--- src/rtl/guard_defines.svh ---
// Purpose: timing counts, reset values and field sizes for the bus timing guard
// Assumes: sys_clk at 40 MHz (25 ns period)
// Notes: times kept in their own unit, cycle counts derived from them
`ifndef GUARD_DEFINES_SVH
`define GUARD_DEFINES_SVH

// ----------------------------------------------------------------
// clock
// ----------------------------------------------------------------
`define CLK_PERIOD_NS 25
`define CLK_MHZ 40

// ----------------------------------------------------------------
// scl low timeout window, microseconds
// ----------------------------------------------------------------
`define T_TIMEOUT_MIN_US 10000
`define T_TIMEOUT_MAX_US 50000
// terminal count sits mid-window so +/-50 % oscillator error stays inside
`define TIMEOUT_CYC (((`T_TIMEOUT_MIN_US + `T_TIMEOUT_MAX_US) / 2) * `CLK_MHZ)
`define TIMEOUT_W 22

// ----------------------------------------------------------------
// bus available time, ns (least time, round up)
// ----------------------------------------------------------------
`define T_AVAL_NS 1000
`define AVAL_CYC ((`T_AVAL_NS + `CLK_PERIOD_NS - 1) / `CLK_PERIOD_NS)
`define AVAL_W 8

// ----------------------------------------------------------------
// spike filter, ns (longest spike, round down, at least one cycle)
// ----------------------------------------------------------------
`define T_LPF_NS 50
`define LPF_CYC (((`T_LPF_NS / `CLK_PERIOD_NS) < 1) ? 1 : (`T_LPF_NS / `CLK_PERIOD_NS))
`define LPF_W 4

// ----------------------------------------------------------------
// reset values and address frame length
// ----------------------------------------------------------------
`define HOST_ID_RST 3'h7
`define ADDR_BITS 8

`endif

--- src/rtl/guard_pkg.sv ---
// Purpose: types shared by the bus timing guard
// Assumes: nothing
// Notes: configuration and status travel as packed structs
package guard_pkg;

   typedef struct packed {
      logic [2:0] host_id_field;
      logic interface_select;
      logic pec_enable;
      logic parity_check_disable;
      logic error_interrupt_enable;
   } cfg_t;

   typedef struct packed {
      logic parity_fail_flag;
      logic pec_fail_flag;
   } status_t;

   typedef enum logic [1:0] {IBI_IDLE, IBI_HOLD, IBI_SHIFT} ibi_state_t;

endpackage

--- src/rtl/sensor_bus_timing_guard.sv ---
// Purpose: scl timeout bus reset, ibi issue and arbitration, i2c spike filter
// Assumes: scl and sda pins are asynchronous to sys_clk
// Notes: sda is open drain, sda_out is always low and sda_oe pulls it
`timescale 1ns/100ps
`default_nettype none
`include "guard_defines.svh"

module sensor_bus_timing_guard
   import guard_pkg::*;
#(
   parameter int TIMEOUT_CYC = `TIMEOUT_CYC,
   parameter int AVAL_CYC = `AVAL_CYC
) (
   // clock and reset
   input wire logic sys_clk,
   input wire logic rst_n,
   // bus pins
   input wire logic scl_in,
   input wire logic sda_in,
   output logic sda_out,
   output logic sda_oe,
   // configuration from command decoder
   input wire logic cfg_load,
   input wire cfg_t cfg_in,
   output cfg_t cfg,
   // error status
   input wire logic parity_err_set,
   input wire logic pec_err_set,
   input wire logic status_clear,
   output status_t status,
   // in-band interrupt
   input wire logic [6:0] dev_addr,
   input wire logic ibi_enable,
   input wire logic ibi_event,
   output logic ibi_pending,
   output logic ibi_busy,
   output logic ibi_won,
   output logic ibi_lost,
   // bus state
   output logic bus_idle,
   output logic bus_reset
);

   // ----------------------------------------------------------------
   // pin synchronisers
   // ----------------------------------------------------------------
   logic scl_s1_r;
   logic scl_s2_r;
   logic sda_s1_r;
   logic sda_s2_r;

   always_ff @(posedge sys_clk) begin
      if (!rst_n) begin
         scl_s1_r <= 1'b1;
         scl_s2_r <= 1'b1;
         sda_s1_r <= 1'b1;
         sda_s2_r <= 1'b1;
      end else begin
         scl_s1_r <= scl_in;
         scl_s2_r <= scl_s1_r;
         sda_s1_r <= sda_in;
         sda_s2_r <= sda_s1_r;
      end
   end

   // ----------------------------------------------------------------
   // spike filters, only in i2c mode
   // ----------------------------------------------------------------
   logic cfg_i3c;
   logic scl_f;
   logic sda_f;

   assign cfg_i3c = cfg.interface_select;

   // filtering in i3c would eat legal 35 ns high phases
   spike_filter #(.CYC(`LPF_CYC)) u_scl_filt (
      .sys_clk(sys_clk),
      .rst_n(rst_n),
      .enable(!cfg_i3c),
      .din(scl_s2_r),
      .dout(scl_f)
   );

   spike_filter #(.CYC(`LPF_CYC)) u_sda_filt (
      .sys_clk(sys_clk),
      .rst_n(rst_n),
      .enable(!cfg_i3c),
      .din(sda_s2_r),
      .dout(sda_f)
   );

   // ----------------------------------------------------------------
   // edge detection, idle and timeout counters
   // ----------------------------------------------------------------
   logic scl_d_r;
   logic sda_d_r;
   logic scl_fall;
   logic scl_rise;
   logic any_edge;
   logic start_det;
   logic [`AVAL_W-1:0] idle_cnt_r;
   logic [`AVAL_W-1:0] idle_cnt_nxt;
   logic [`TIMEOUT_W-1:0] to_cnt_r;
   logic [`TIMEOUT_W-1:0] to_cnt_nxt;
   logic rst_pulse_r;
   logic rst_pulse_nxt;

   assign scl_fall = scl_d_r && !scl_f;
   assign scl_rise = !scl_d_r && scl_f;
   assign any_edge = (scl_d_r != scl_f) || (sda_d_r != sda_f);
   assign start_det = sda_d_r && !sda_f && scl_f;

   always_comb begin
      idle_cnt_nxt = idle_cnt_r;
      if (any_edge) begin
         idle_cnt_nxt = '0;
      end else if (idle_cnt_r != AVAL_CYC[`AVAL_W-1:0]) begin
         idle_cnt_nxt = idle_cnt_r + 1'b1;
      end
      to_cnt_nxt = '0;
      rst_pulse_nxt = 1'b0;
      // counts raw synchronised scl so the filter cannot mask a stuck line
      if (!scl_s2_r) begin
         if (to_cnt_r == TIMEOUT_CYC[`TIMEOUT_W-1:0]) begin
            to_cnt_nxt = to_cnt_r;
         end else begin
            to_cnt_nxt = to_cnt_r + 1'b1;
         end
         // fires once per low period
         rst_pulse_nxt = (to_cnt_r == TIMEOUT_CYC[`TIMEOUT_W-1:0] - 1'b1);
      end
   end

   always_ff @(posedge sys_clk) begin
      if (!rst_n) begin
         scl_d_r <= 1'b1;
         sda_d_r <= 1'b1;
         idle_cnt_r <= '0;
         to_cnt_r <= '0;
         rst_pulse_r <= 1'b0;
      end else begin
         scl_d_r <= scl_f;
         sda_d_r <= sda_f;
         idle_cnt_r <= idle_cnt_nxt;
         to_cnt_r <= to_cnt_nxt;
         rst_pulse_r <= rst_pulse_nxt;
      end
   end

   assign bus_idle = (idle_cnt_r == AVAL_CYC[`AVAL_W-1:0]);
   assign bus_reset = rst_pulse_r;

   // ----------------------------------------------------------------
   // configuration and status
   // ----------------------------------------------------------------
   cfg_t cfg_r;
   cfg_t cfg_nxt;
   status_t stat_r;
   status_t stat_nxt;

   always_comb begin
      cfg_nxt = cfg_r;
      stat_nxt = stat_r;
      if (cfg_load) begin
         cfg_nxt = cfg_in;
      end
      if (status_clear) begin
         stat_nxt = '0;
      end
      if (rst_pulse_r) begin
         cfg_nxt = '0;
         cfg_nxt.host_id_field = `HOST_ID_RST;
         stat_nxt = '0;
      end
      // a new error beats a software clear in the same cycle
      if (parity_err_set) begin
         stat_nxt.parity_fail_flag = 1'b1;
      end
      if (pec_err_set) begin
         stat_nxt.pec_fail_flag = 1'b1;
      end
   end

   always_ff @(posedge sys_clk) begin
      if (!rst_n) begin
         cfg_r <= '{host_id_field: `HOST_ID_RST, default: 1'b0};
         stat_r <= '0;
      end else begin
         cfg_r <= cfg_nxt;
         stat_r <= stat_nxt;
      end
   end

   assign cfg = cfg_r;
   assign status = stat_r;

   // ----------------------------------------------------------------
   // in-band interrupt issue and address arbitration
   // ----------------------------------------------------------------
   ibi_state_t st_r;
   ibi_state_t st_nxt;
   logic pend_r;
   logic pend_nxt;
   logic oe_r;
   logic oe_nxt;
   logic [3:0] bit_r;
   logic [3:0] bit_nxt;
   logic won_r;
   logic won_nxt;
   logic lost_r;
   logic lost_nxt;
   logic armed;

   // address msb first, then read bit
   function automatic logic frame_bit(input logic [6:0] addr, input logic [3:0] idx);
      logic [7:0] frame;
      frame = {addr, 1'b1};
      frame_bit = frame[3'(`ADDR_BITS - 1 - idx)];
   endfunction

   assign armed = pend_r && cfg_i3c && ibi_enable;

   always_comb begin
      st_nxt = st_r;
      pend_nxt = pend_r || (ibi_event && cfg_i3c);
      oe_nxt = oe_r;
      bit_nxt = bit_r;
      won_nxt = 1'b0;
      lost_nxt = 1'b0;
      unique case (st_r)
         IBI_IDLE: begin
            oe_nxt = 1'b0;
            // host start also lets us join its address phase
            if (armed && (bus_idle || start_det)) begin
               st_nxt = IBI_HOLD;
               oe_nxt = 1'b1;
            end
         end
         IBI_HOLD: begin
            if (scl_fall) begin
               st_nxt = IBI_SHIFT;
               bit_nxt = '0;
               oe_nxt = !frame_bit(dev_addr, 4'h0);
            end
         end
         IBI_SHIFT: begin
            if (scl_rise && !oe_r && !sda_f) begin
               // released a one but line low: host wins, retry later
               st_nxt = IBI_IDLE;
               oe_nxt = 1'b0;
               lost_nxt = 1'b1;
            end else if (scl_rise && bit_r == 4'(`ADDR_BITS - 1)) begin
               st_nxt = IBI_IDLE;
               pend_nxt = 1'b0;
               won_nxt = 1'b1;
            end else if (scl_fall) begin
               bit_nxt = bit_r + 1'b1;
               oe_nxt = !frame_bit(dev_addr, bit_r + 1'b1);
            end
         end
      endcase
      if (rst_pulse_r) begin
         st_nxt = IBI_IDLE;
         pend_nxt = 1'b0;
         oe_nxt = 1'b0;
      end
   end

   always_ff @(posedge sys_clk) begin
      if (!rst_n) begin
         st_r <= IBI_IDLE;
         pend_r <= 1'b0;
         oe_r <= 1'b0;
         bit_r <= '0;
         won_r <= 1'b0;
         lost_r <= 1'b0;
      end else begin
         st_r <= st_nxt;
         pend_r <= pend_nxt;
         oe_r <= oe_nxt;
         bit_r <= bit_nxt;
         won_r <= won_nxt;
         lost_r <= lost_nxt;
      end
   end

   assign sda_out = 1'b0;
   assign sda_oe = oe_r;
   assign ibi_pending = pend_r;
   assign ibi_busy = (st_r != IBI_IDLE);
   assign ibi_won = won_r;
   assign ibi_lost = lost_r;

endmodule
`default_nettype wire

--- src/rtl/spike_filter.sv ---
// Purpose: suppress short pulses on one synchronised bus line
// Assumes: input already synchronised to sys_clk
// Notes: bypassed when enable is low
`timescale 1ns/100ps
`default_nettype none
`include "guard_defines.svh"
module spike_filter #(
   parameter int CYC = `LPF_CYC
) (
   // clock and reset
   input wire logic sys_clk,
   input wire logic rst_n,
   // control
   input wire logic enable,
   // line
   input wire logic din,
   output logic dout
);

   logic out_r;
   logic out_nxt;
   logic [`LPF_W-1:0] cnt_r;
   logic [`LPF_W-1:0] cnt_nxt;

   // ----------------------------------------------------------------
   // a change must persist CYC+1 cycles before it passes
   // ----------------------------------------------------------------
   always_comb begin
      out_nxt = out_r;
      cnt_nxt = '0;
      if (!enable) begin
         out_nxt = din;
      end else if (din != out_r) begin
         if (cnt_r == CYC[`LPF_W-1:0]) begin
            out_nxt = din;
         end else begin
            cnt_nxt = cnt_r + 1'b1;
         end
      end
   end

   always_ff @(posedge sys_clk) begin
      if (!rst_n) begin
         out_r <= 1'b1;
         cnt_r <= '0;
      end else begin
         out_r <= out_nxt;
         cnt_r <= cnt_nxt;
      end
   end

   assign dout = out_r;

endmodule
`default_nettype wire

--- config.mk ---
export PLATFORM = sky130hd
export DESIGN_NAME = sensor_bus_timing_guard
export DESIGN_NICKNAME = d
export VERILOG_FILES = /design/src/rtl/guard_pkg.sv /design/src/rtl/sensor_bus_timing_guard.sv /design/src/rtl/spike_filter.sv
export VERILOG_INCLUDE_DIRS = /design/src /design/src/rtl
export SDC_FILE = /design/constraint.sdc
export NUM_CORES = 1
export LEC_CHECK = 0
export BUFFER_PORTS_ARGS = -buffer_cell sky130_fd_sc_hd__buf_2
export CORE_MARGIN = 2
export CORE_UTILIZATION = 40
export CTS_BUF_LIST = sky130_fd_sc_hd__clkbuf_8 sky130_fd_sc_hd__clkbuf_16
export CTS_CLUSTER_DIAMETER = 60
export DETAILED_ROUTE_END_ITERATION = 12
export HOLD_SLACK_MARGIN = 0.02
export PLACE_DENSITY_LB_ADDON = 0.25
export SYNTH_ARGS = -nofsm -noshare
export SYNTH_HDL_FRONTEND = slang
export SYNTH_SLANG_ARGS = --single-unit
--- constraint.sdc ---
create_clock -name sys_clk -period 4.8 [get_ports sys_clk]
set_clock_uncertainty 0.1 [all_clocks]
set_input_delay 0.96 -clock sys_clk [delete_from_list [all_inputs] [get_ports sys_clk]]
set_output_delay 0.96 -clock sys_clk [all_outputs]
set_load 0.01 [all_outputs]
After elaboration in Yosys (flattened, before gate mapping)
Index checks and enable logic that the tools add are counted.

Register bits: 66. Memories kept: 0. Input port bits: 24. Bits in writable memories: 0. Latch bits: 0. Output and inout port bits: 17. Logic and storage cells: 132. Memory bits (read-only): 0.

Bitwise logic cells: 4. Multiplexer cells: 33. Divide/modulo/power cells: 0. Multiply operators: 0. $add $sub $neg: 6. Reduce and logical (&&, ||, !) cells: 41. $lt $le $gt $ge: 1. Eq/ne operators: 21. Shifts and indexed selects: 0.

Operators by type and width (count): $eq 22x21->1 const B (2); $add 22x1->22 const B (1); $mux 1 (19); $mux 4 (4); $add 4x1->4 const B (3); $mux 2 (6); $reduce_bool 2->1 (6); $logic_and 1x1->1 (11); $ne 2x2->1 const B (5); $ne 3x3->1 const B (3); $add 8x1->8 const B (1); $eq 4x2->1 const B (2); $eq 8x6->1 const B (1); $ne 8x6->1 const B (1); $pmux 4 s2 (1); $reduce_or 4->1 (2); $logic_not 1->1 (6); $pmux 2 s3 (1); $reduce_and 2->1 (3); $reduce_and 3->1 (2); $reduce_bool 3->1 (2); $reduce_or 2->1 (3); $reduce_and 5->1 (1); $eq 4x3->1 const B (1); 11 further kinds (19).

Logic depth before layout (Yosys ltp)
Gate-level depths: netlist (run 1).

Depth after elaboration: 9. Mapped depth: 7. Depth with buffers taken out: 7.

By module
Synthesis (run 1) repeated with hierarchy kept, for this count alone.

Cells, all modules: 330. Area total of the unflattened synthesis: 3050.4 um^2.

Modules (own cells, without submodules): sensor_bus_timing_guard (sequential area each 1121.1 um^2, cells each 288, times used 1, area each 2617.5 um^2); spike_filter (sequential area each 100.1 um^2, cells each 21, times used 2, area each 216.5 um^2).

Least setup slack after synthesis (run 1)
Ideal clock, no wire load.

Path kind: in2reg. Start: input port dev_addr[2]. End: register oe_r, in the netlist sda_oe. Setup time: 92 ps. Stages: 4. Data required time: 4608 ps. Path buffers: 0. Arrival time: 1908 ps. Slack: 2700 ps. Cells stage by stage: mux4_2 > o311ai_1 > a31oi_1 > o32ai_1.

Longest elaborated chain between the ends: 7.

Ends and longest elaborated chain: from (decl) (RTL line sensor_bus_timing_guard.sv:32) `input wire logic [6:0] dev_addr,`; $bmux 1 s3 (RTL line sensor_bus_timing_guard.sv:218) `` frame_bit = frame[3'(`ADDR_BITS - 1 - idx)]; ``; $mux 1 (RTL line sensor_bus_timing_guard.sv:218); $logic_not 1->1 (RTL line sensor_bus_timing_guard.sv:258) `oe_nxt = !frame_bit(dev_addr, bit_r + 1'b1);`; $mux 1 (RTL line sensor_bus_timing_guard.sv:256) `end else if (scl_fall) begin`; $mux 1 (RTL line sensor_bus_timing_guard.sv:252) `` end else if (scl_rise && bit_r == 4'(`ADDR_BITS - 1)) begin ``; $mux 1 (RTL line sensor_bus_timing_guard.sv:247) `if (scl_rise && !oe_r && !sda_f) begin`; $pmux 1 s3 (RTL line sensor_bus_timing_guard.sv:230) `unique case (st_r)`; to (signal assigned) (RTL line sensor_bus_timing_guard.sv:280) `oe_r <= oe_nxt;`; to (decl) (RTL line sensor_bus_timing_guard.sv:204) `logic oe_r;`.

Every way passes these cells. The select of a mux whose other input is x is not followed. A chain may end at the register's enable or synchronous reset.

Worst setup path after layout (run 1)
Start: register idle_cnt_r[0]. End: output port bus_idle.

Longest elaborated chain between the ends: 1.

Ends and longest elaborated chain: from (decl) (RTL line sensor_bus_timing_guard.sv:101) `` logic [`AVAL_W-1:0] idle_cnt_r; ``; from (signal assigned) (RTL line sensor_bus_timing_guard.sv:144) `idle_cnt_r <= idle_cnt_nxt;`; $eq 8x6->1 (RTL line sensor_bus_timing_guard.sv:150) `` assign bus_idle = (idle_cnt_r == AVAL_CYC[`AVAL_W-1:0]); ``; to (decl) (RTL line sensor_bus_timing_guard.sv:40) `output logic bus_idle,`.

Every way passes these cells.

==> results of run 1 <==
[critical path, stage by stage (launching register included)]
cell and delay, ns:
dfxtp_1 0.39, inv_1 0.09, ha_1 0.19, and4bb_2 0.22, nand3_1 0.12, inv_1 0.09
buf_2 0.14
[cells in the mapped netlist, types with 6 or more instances]
master     n
dfxtp_1   66
nor2_1    49
nand2_1   24
xor2_1    20
nand3_1   18
inv_1     17
ha_1      16
a21oi_1   12
mux2i_1   11
xnor2_1   11
nand2b_1   9
nor3_1     8
o21ai_0    8
and3_1     7
nand4_1    7
clkbuf_1   6
nor2b_1    6
[logic make-up (layout without fill, tap and decap cells)]
logic type	Yosys count	after routing	share of synthesized area
fa+ha+maj	16	16	0.0666
mux	12	12	0.0441
xor+xnor	31	31	0.0903
other cells	1	1	0.00125
compound gates	31	31	0.0632
buf+inv	26	72	0.0354
flops	66	66	0.439
simple gates	152	152	0.260
[area by class of cell]
type                       instances  area, µm²
fill                             732       3730
multi-input combinational        243       1580
sequential                        66       1320
timing repair buffer              39        195
clock buffer                      12        165
tap                               99        124
clock inverter                     4       72.6
inverter                          17       63.8
[report_power, final]
part           total, mW  internal [mW]  switching (mW)
clock network      0.544          0.334           0.210
logic             0.0518         0.0244          0.0274
registers          0.567          0.558         0.00880
[through the flow]
stage	std cells	area (µm²)	hold WS, ns
after floorplan	335	3010	0.286
after global placement	464	3280	0.289
after detailed placement	464	3280	0.295
after CTS	480	3520	0.317
after global routing	480	3520	0.333
final	480	3520	0.315
[flip-flops by register name, summed over array words and instances (netlist names), 2 cells and up]
signal / count
st_r: 2
idle_cnt_r: 8
to_cnt_r: 22
u_scl_filt.cnt_r: 4
status: 2
bit_r: 4
cfg: 6
u_sda_filt.cnt_r: 4
[worst paths after layout]
| kind | startpoint | to |
|---|---|---|
| max reg2reg | bit_r[0] | sda_oe |
| min | sda_s1_r | sda_s2_r |
| max | idle_cnt_r[0] | bus_idle |
| min reg2reg | sda_s1_r | sda_s2_r |
[per-layer routing]
layer	GRT usage	vias up	part of all wire	wire length (µm)
met4	0.0615	0	0.025	143
li1	-	1214	-	-
met2	0.248	37	0.48	2760
met3	0.0484	11	0.042	245
met5	0	-	0	0
met1	0.171	1104	0.46	2640
==> metrics.cfg, run 1 <==
[run_status]
status = complete, no violations

[yosys]
synth-edff-count = 0
synth_fp_nets = 375
ys_seq_elements = 66
yosys.area.top_type_share = 0.439
yosys-top-cells-area = dfxtp_1 44%, ha_1 6.7%, nor2_1 6.1%
async_flop_share = 0
synthCells = 335
synthesis.area_um2 = 3010
synth_top_cell_by_area = dfxtp_1
avgSynthCellArea_um2 = 8.98
yosysUniqueCellTypes = 45
synth_flop_cell = dfxtp_1
yosysWarnings = 0
seq_area_frac_synth = 0.439

[cells_and_area]
final_core_util = 0.486
n_antenna_cell = 0
syn_to_final_growth_pct = 17.1
final_common_cell = dfxtp_1
drive_gt1_frac = 0.168
mostFrequentLayoutCells = 66 x dfxtp_1, 49 x nor2_1, 39 x buf_2
fin_nets = 416

[clocking]
clock-sinks = 66
cts_setup_buffers = 0
path_clk_slew_ns = 0.07
ctsHoldBuffers = 0
cts_root_buf = clkbuf_8
cts_buffer_depth = 2
cts_resized = 0
cts_tree = done
numCtsBuffers = 9
clk_latency_ns = 0.34
htree_levels = 3

[timing]
max_slew_margin = 0.385
min_period_ns = 2.65
max_freq_ghz = 0.377
hold_violations = 0
finalMaxSlewViolations = 0
rsz0062_at_grt = false
setup_viol = 0
fin_crit_sh = 0.552
worst_pin_slew_ns = 0.922
fin_tns_setup_ns = 0
layout_setup_ws_ns = 2.15

[detailed_routing]
drt-vias-per-instance = 4.93
postRouteWirelength_um = 5790
wl_per_cell_um = 12.1
dr.pass1.iters = 4
drc_errors = 0
first_iter_violations = 80
vias = 2366
drtAntennaViolNets = 0

[power_and_ir_drop]
report.power.total_mw = 1.16
p_per_area_nw_per_um2 = 330
irDropWorstVdd_uv = 150
leakagePower_nw = 1.39

[min_path]
whs_path_depth = 1
hp-class = reg -> reg

[setup_path]
path_class = reg -> out
reg2reg_slack_ns = 2.59
cp.required_ns = 3.74
start_kind = flip-flop
cp_max_fo = 5
reg2regPathDepth = 6
arrival_ns = 1.59
worst_setup_path_end_kind = output port

[die]
start_util = 0.415
fp.dieH_um = 90.7
die_area_um2 = 8230
core_um2 = 7250
rows = 31
die_x_um = 90.7
ioPinCount = 41

[global_route]
grt_max_degree = 24
antenna_found_initial = 0
track_usage = 0.147
grt_pass1_wl_um = 9830
grt_pass1_vias = 2210
grt_overflow = 0

[placement]
gp_congestion = 0.805
dp_hpwl_um = 4200
dpl_worst_slack_ns = 2.30
io_buffers = 39

[flow_run]
cap_violations = 0

No activity file was read; power rests on OpenSTA's default activity.
==> inputs of run 2 (changes only) <==
==> constraint.sdc (replaced) <==
create_clock -name sys_clk -period 2.6 [get_ports sys_clk]
set_clock_uncertainty 0.1 [all_clocks]
set_input_delay 0.52 -clock sys_clk [delete_from_list [all_inputs] [get_ports sys_clk]]
set_output_delay 0.52 -clock sys_clk [all_outputs]
set_load 0.01 [all_outputs]
==> run 2 against run 1 <==
Compared with the run above: register-to-register slack got worse by 2.1 ns; total power grew 73%; routed wire length decreased by 0.92%; clock power grew 59%; cell area decreased by 0.53%; first-iteration DRC count is 34% lower; critical path depth did not move; cell count is 0.42% higher; critical path type unchanged; largest cell class unchanged.
==> metrics.cfg, run 2 (synthesis results as in run 1) <==
[die]
die_x_um = 90.7
start_util = 0.415
ioPinCount = 41
die_area_um2 = 8230
rows = 31
core_um2 = 7250
fp.dieH_um = 90.7

[placement]
io_buffers = 39
dp_cells = 466
dp_hpwl_um = 4240
gp_congestion = 0.823

[cells_and_area]
drive_gt1_frac = 0.172
final_common_cell = dfxtp_1
largest_register_ffs = 22
top_register = to_cnt_r
final_cells = 482
n_antenna_cell = 0
syn_to_final_growth_pct = 16.5
fin_nets = 418
mostFrequentLayoutCells = 66 x dfxtp_1, 49 x nor2_1, 39 x buf_2

[setup_path]
reg2reg_slack_ns = 0.47
r2r-end = sda_oe
crit_family = flip-flops
cp_slowest_cell = dfxtp_1
start_kind = flip-flop
path_class = reg -> out
r2r-start = bit_r[0]
cpMostUsedCell = inv_1
cp_slowest_stage_delay_ns = 0.39
cp_max_fo = 5
arrival_ns = 1.62
worst_setup_path_end_kind = output port
crit_path_cell_trace = inv_1 > ha_1 > and4bb_2 > nand3_1 > inv_1 > buf_2
cp.required_ns = 1.98
reg2regPathDepth = 6
crit_buf_inv = 3

[clocking]
cts_setup_buffers = 0
clk_latency_ns = 0.34
ctsHoldBuffers = 0
numCtsBuffers = 9
clock-sinks = 66
htree_levels = 3
cts_resized = 0
cts_root_buf = clkbuf_8
cts_buffer_depth = 2
path_clk_slew_ns = 0.07
cts_tree = done

[detailed_routing]
dr.pass1.iters = 5
wl_per_cell_um = 11.9
vias = 2360
drt-vias-per-instance = 4.90
drc_errors = 0
drtAntennaViolNets = 0
first_iter_violations = 53
postRouteWirelength_um = 5740

[run_status]
status = complete, no violations

[timing]
fin_crit_sh = 0.860
min_period_ns = 2.24
rsz0062_at_grt = false
fin_tns_setup_ns = 0
hold_violations = 0
worst_pin_slew_ns = 0.656
setup_viol = 0
max_slew_margin = 0.562
finalMaxSlewViolations = 0
max_freq_ghz = 0.447

[power_and_ir_drop]
p_per_area_nw_per_um2 = 574
leakagePower_nw = 1.39
irDropWorstVdd_uv = 289

[global_route]
grt_overflow = 0
antenna_found_initial = 0
grt_max_degree = 22
track_usage = 0.149
grt_pass1_vias = 2233
grt_pass1_wl_um = 10000

[min_path]
min_from = sda_in
min_to = sda_s1_r
hp-class = in -> reg
whs_path_depth = 2

[flow_run]
cap_violations = 0

==> run 2: cell count changes in the layout (fill, tap and decap cells not counted), sizes merged <==
cell and delta:
clkbuf -2, clkinvlp -1, bufinv -1, buf +2, clkinv +4
==> run 2: metrics by stage <==
stage | total power [mW] | cell area (µm²) | hold WS (ns) | setup WS, ns | util
after global routing | 2.10 | 3500 | 0.257 | 0.203 | 0.483
after detailed placement | 1.17 | 3300 | 0.295 | 0.549 | 0.455
after CTS | 2.04 | 3500 | 0.266 | 0.356 | 0.483
after floorplan | 1.13 | 3010 | 0.286 | 0.681 | -
after global placement | 1.17 | 3300 | 0.289 | 0.570 | 0.455
final | 2.01 | 3500 | 0.276 | 0.363 | 0.483
==> run 2: how the worst max path moves through the flow <==
stage,cells after the start,slack (ns),endpoint,start
after global placement,6,0.57,sda_oe,bit_r[0]
final,6,0.36,bus_idle,idle_cnt_r[0]
after detailed placement,6,0.55,sda_oe,bit_r[0]
after CTS,6,0.36,bus_idle,idle_cnt_r[0]
after global routing,6,0.20,bus_idle,idle_cnt_r[0]
after floorplan,6,0.68,sda_oe,bit_r[0]
==> run 2: layer usage <==
layer / vias to the layer above / share of wire / global-route usage
met2: 36 / 0.49 / 0.252
li1: 1216 / - / -
met1: 1104 / 0.46 / 0.178
met5: - / 0 / 0
met4: 0 / 0.0061 / 0.0474
met3: 4 / 0.041 / 0.0501
==> run 2: power by group <==
| part | internal, mW | switching [mW] | total [mW] |
|---|---|---|---|
| clock | 0.470 | 0.397 | 0.867 |
| combinational | 0.0466 | 0.0512 | 0.0978 |
| sequential | 1.03 | 0.0160 | 1.05 |
==> run 2: worst reg2reg max path, stage by stage, from the launching register on <==
cell      delay, ns
dfxtp_1        0.47
ha_1           0.27
xor2_1         0.30
mux4_2         0.34
o311ai_1       0.24
a31oi_1        0.07
o32ai_1        0.25
==> run 2: layout make-up <==
cell class	count	area [µm²]
timing repair buffer	41	210
fill	717	3750
clock inverter	6	66.3
inverter	17	63.8
multi-input combinational	243	1580
tap	99	124
clock buffer	10	138
sequential	66	1320
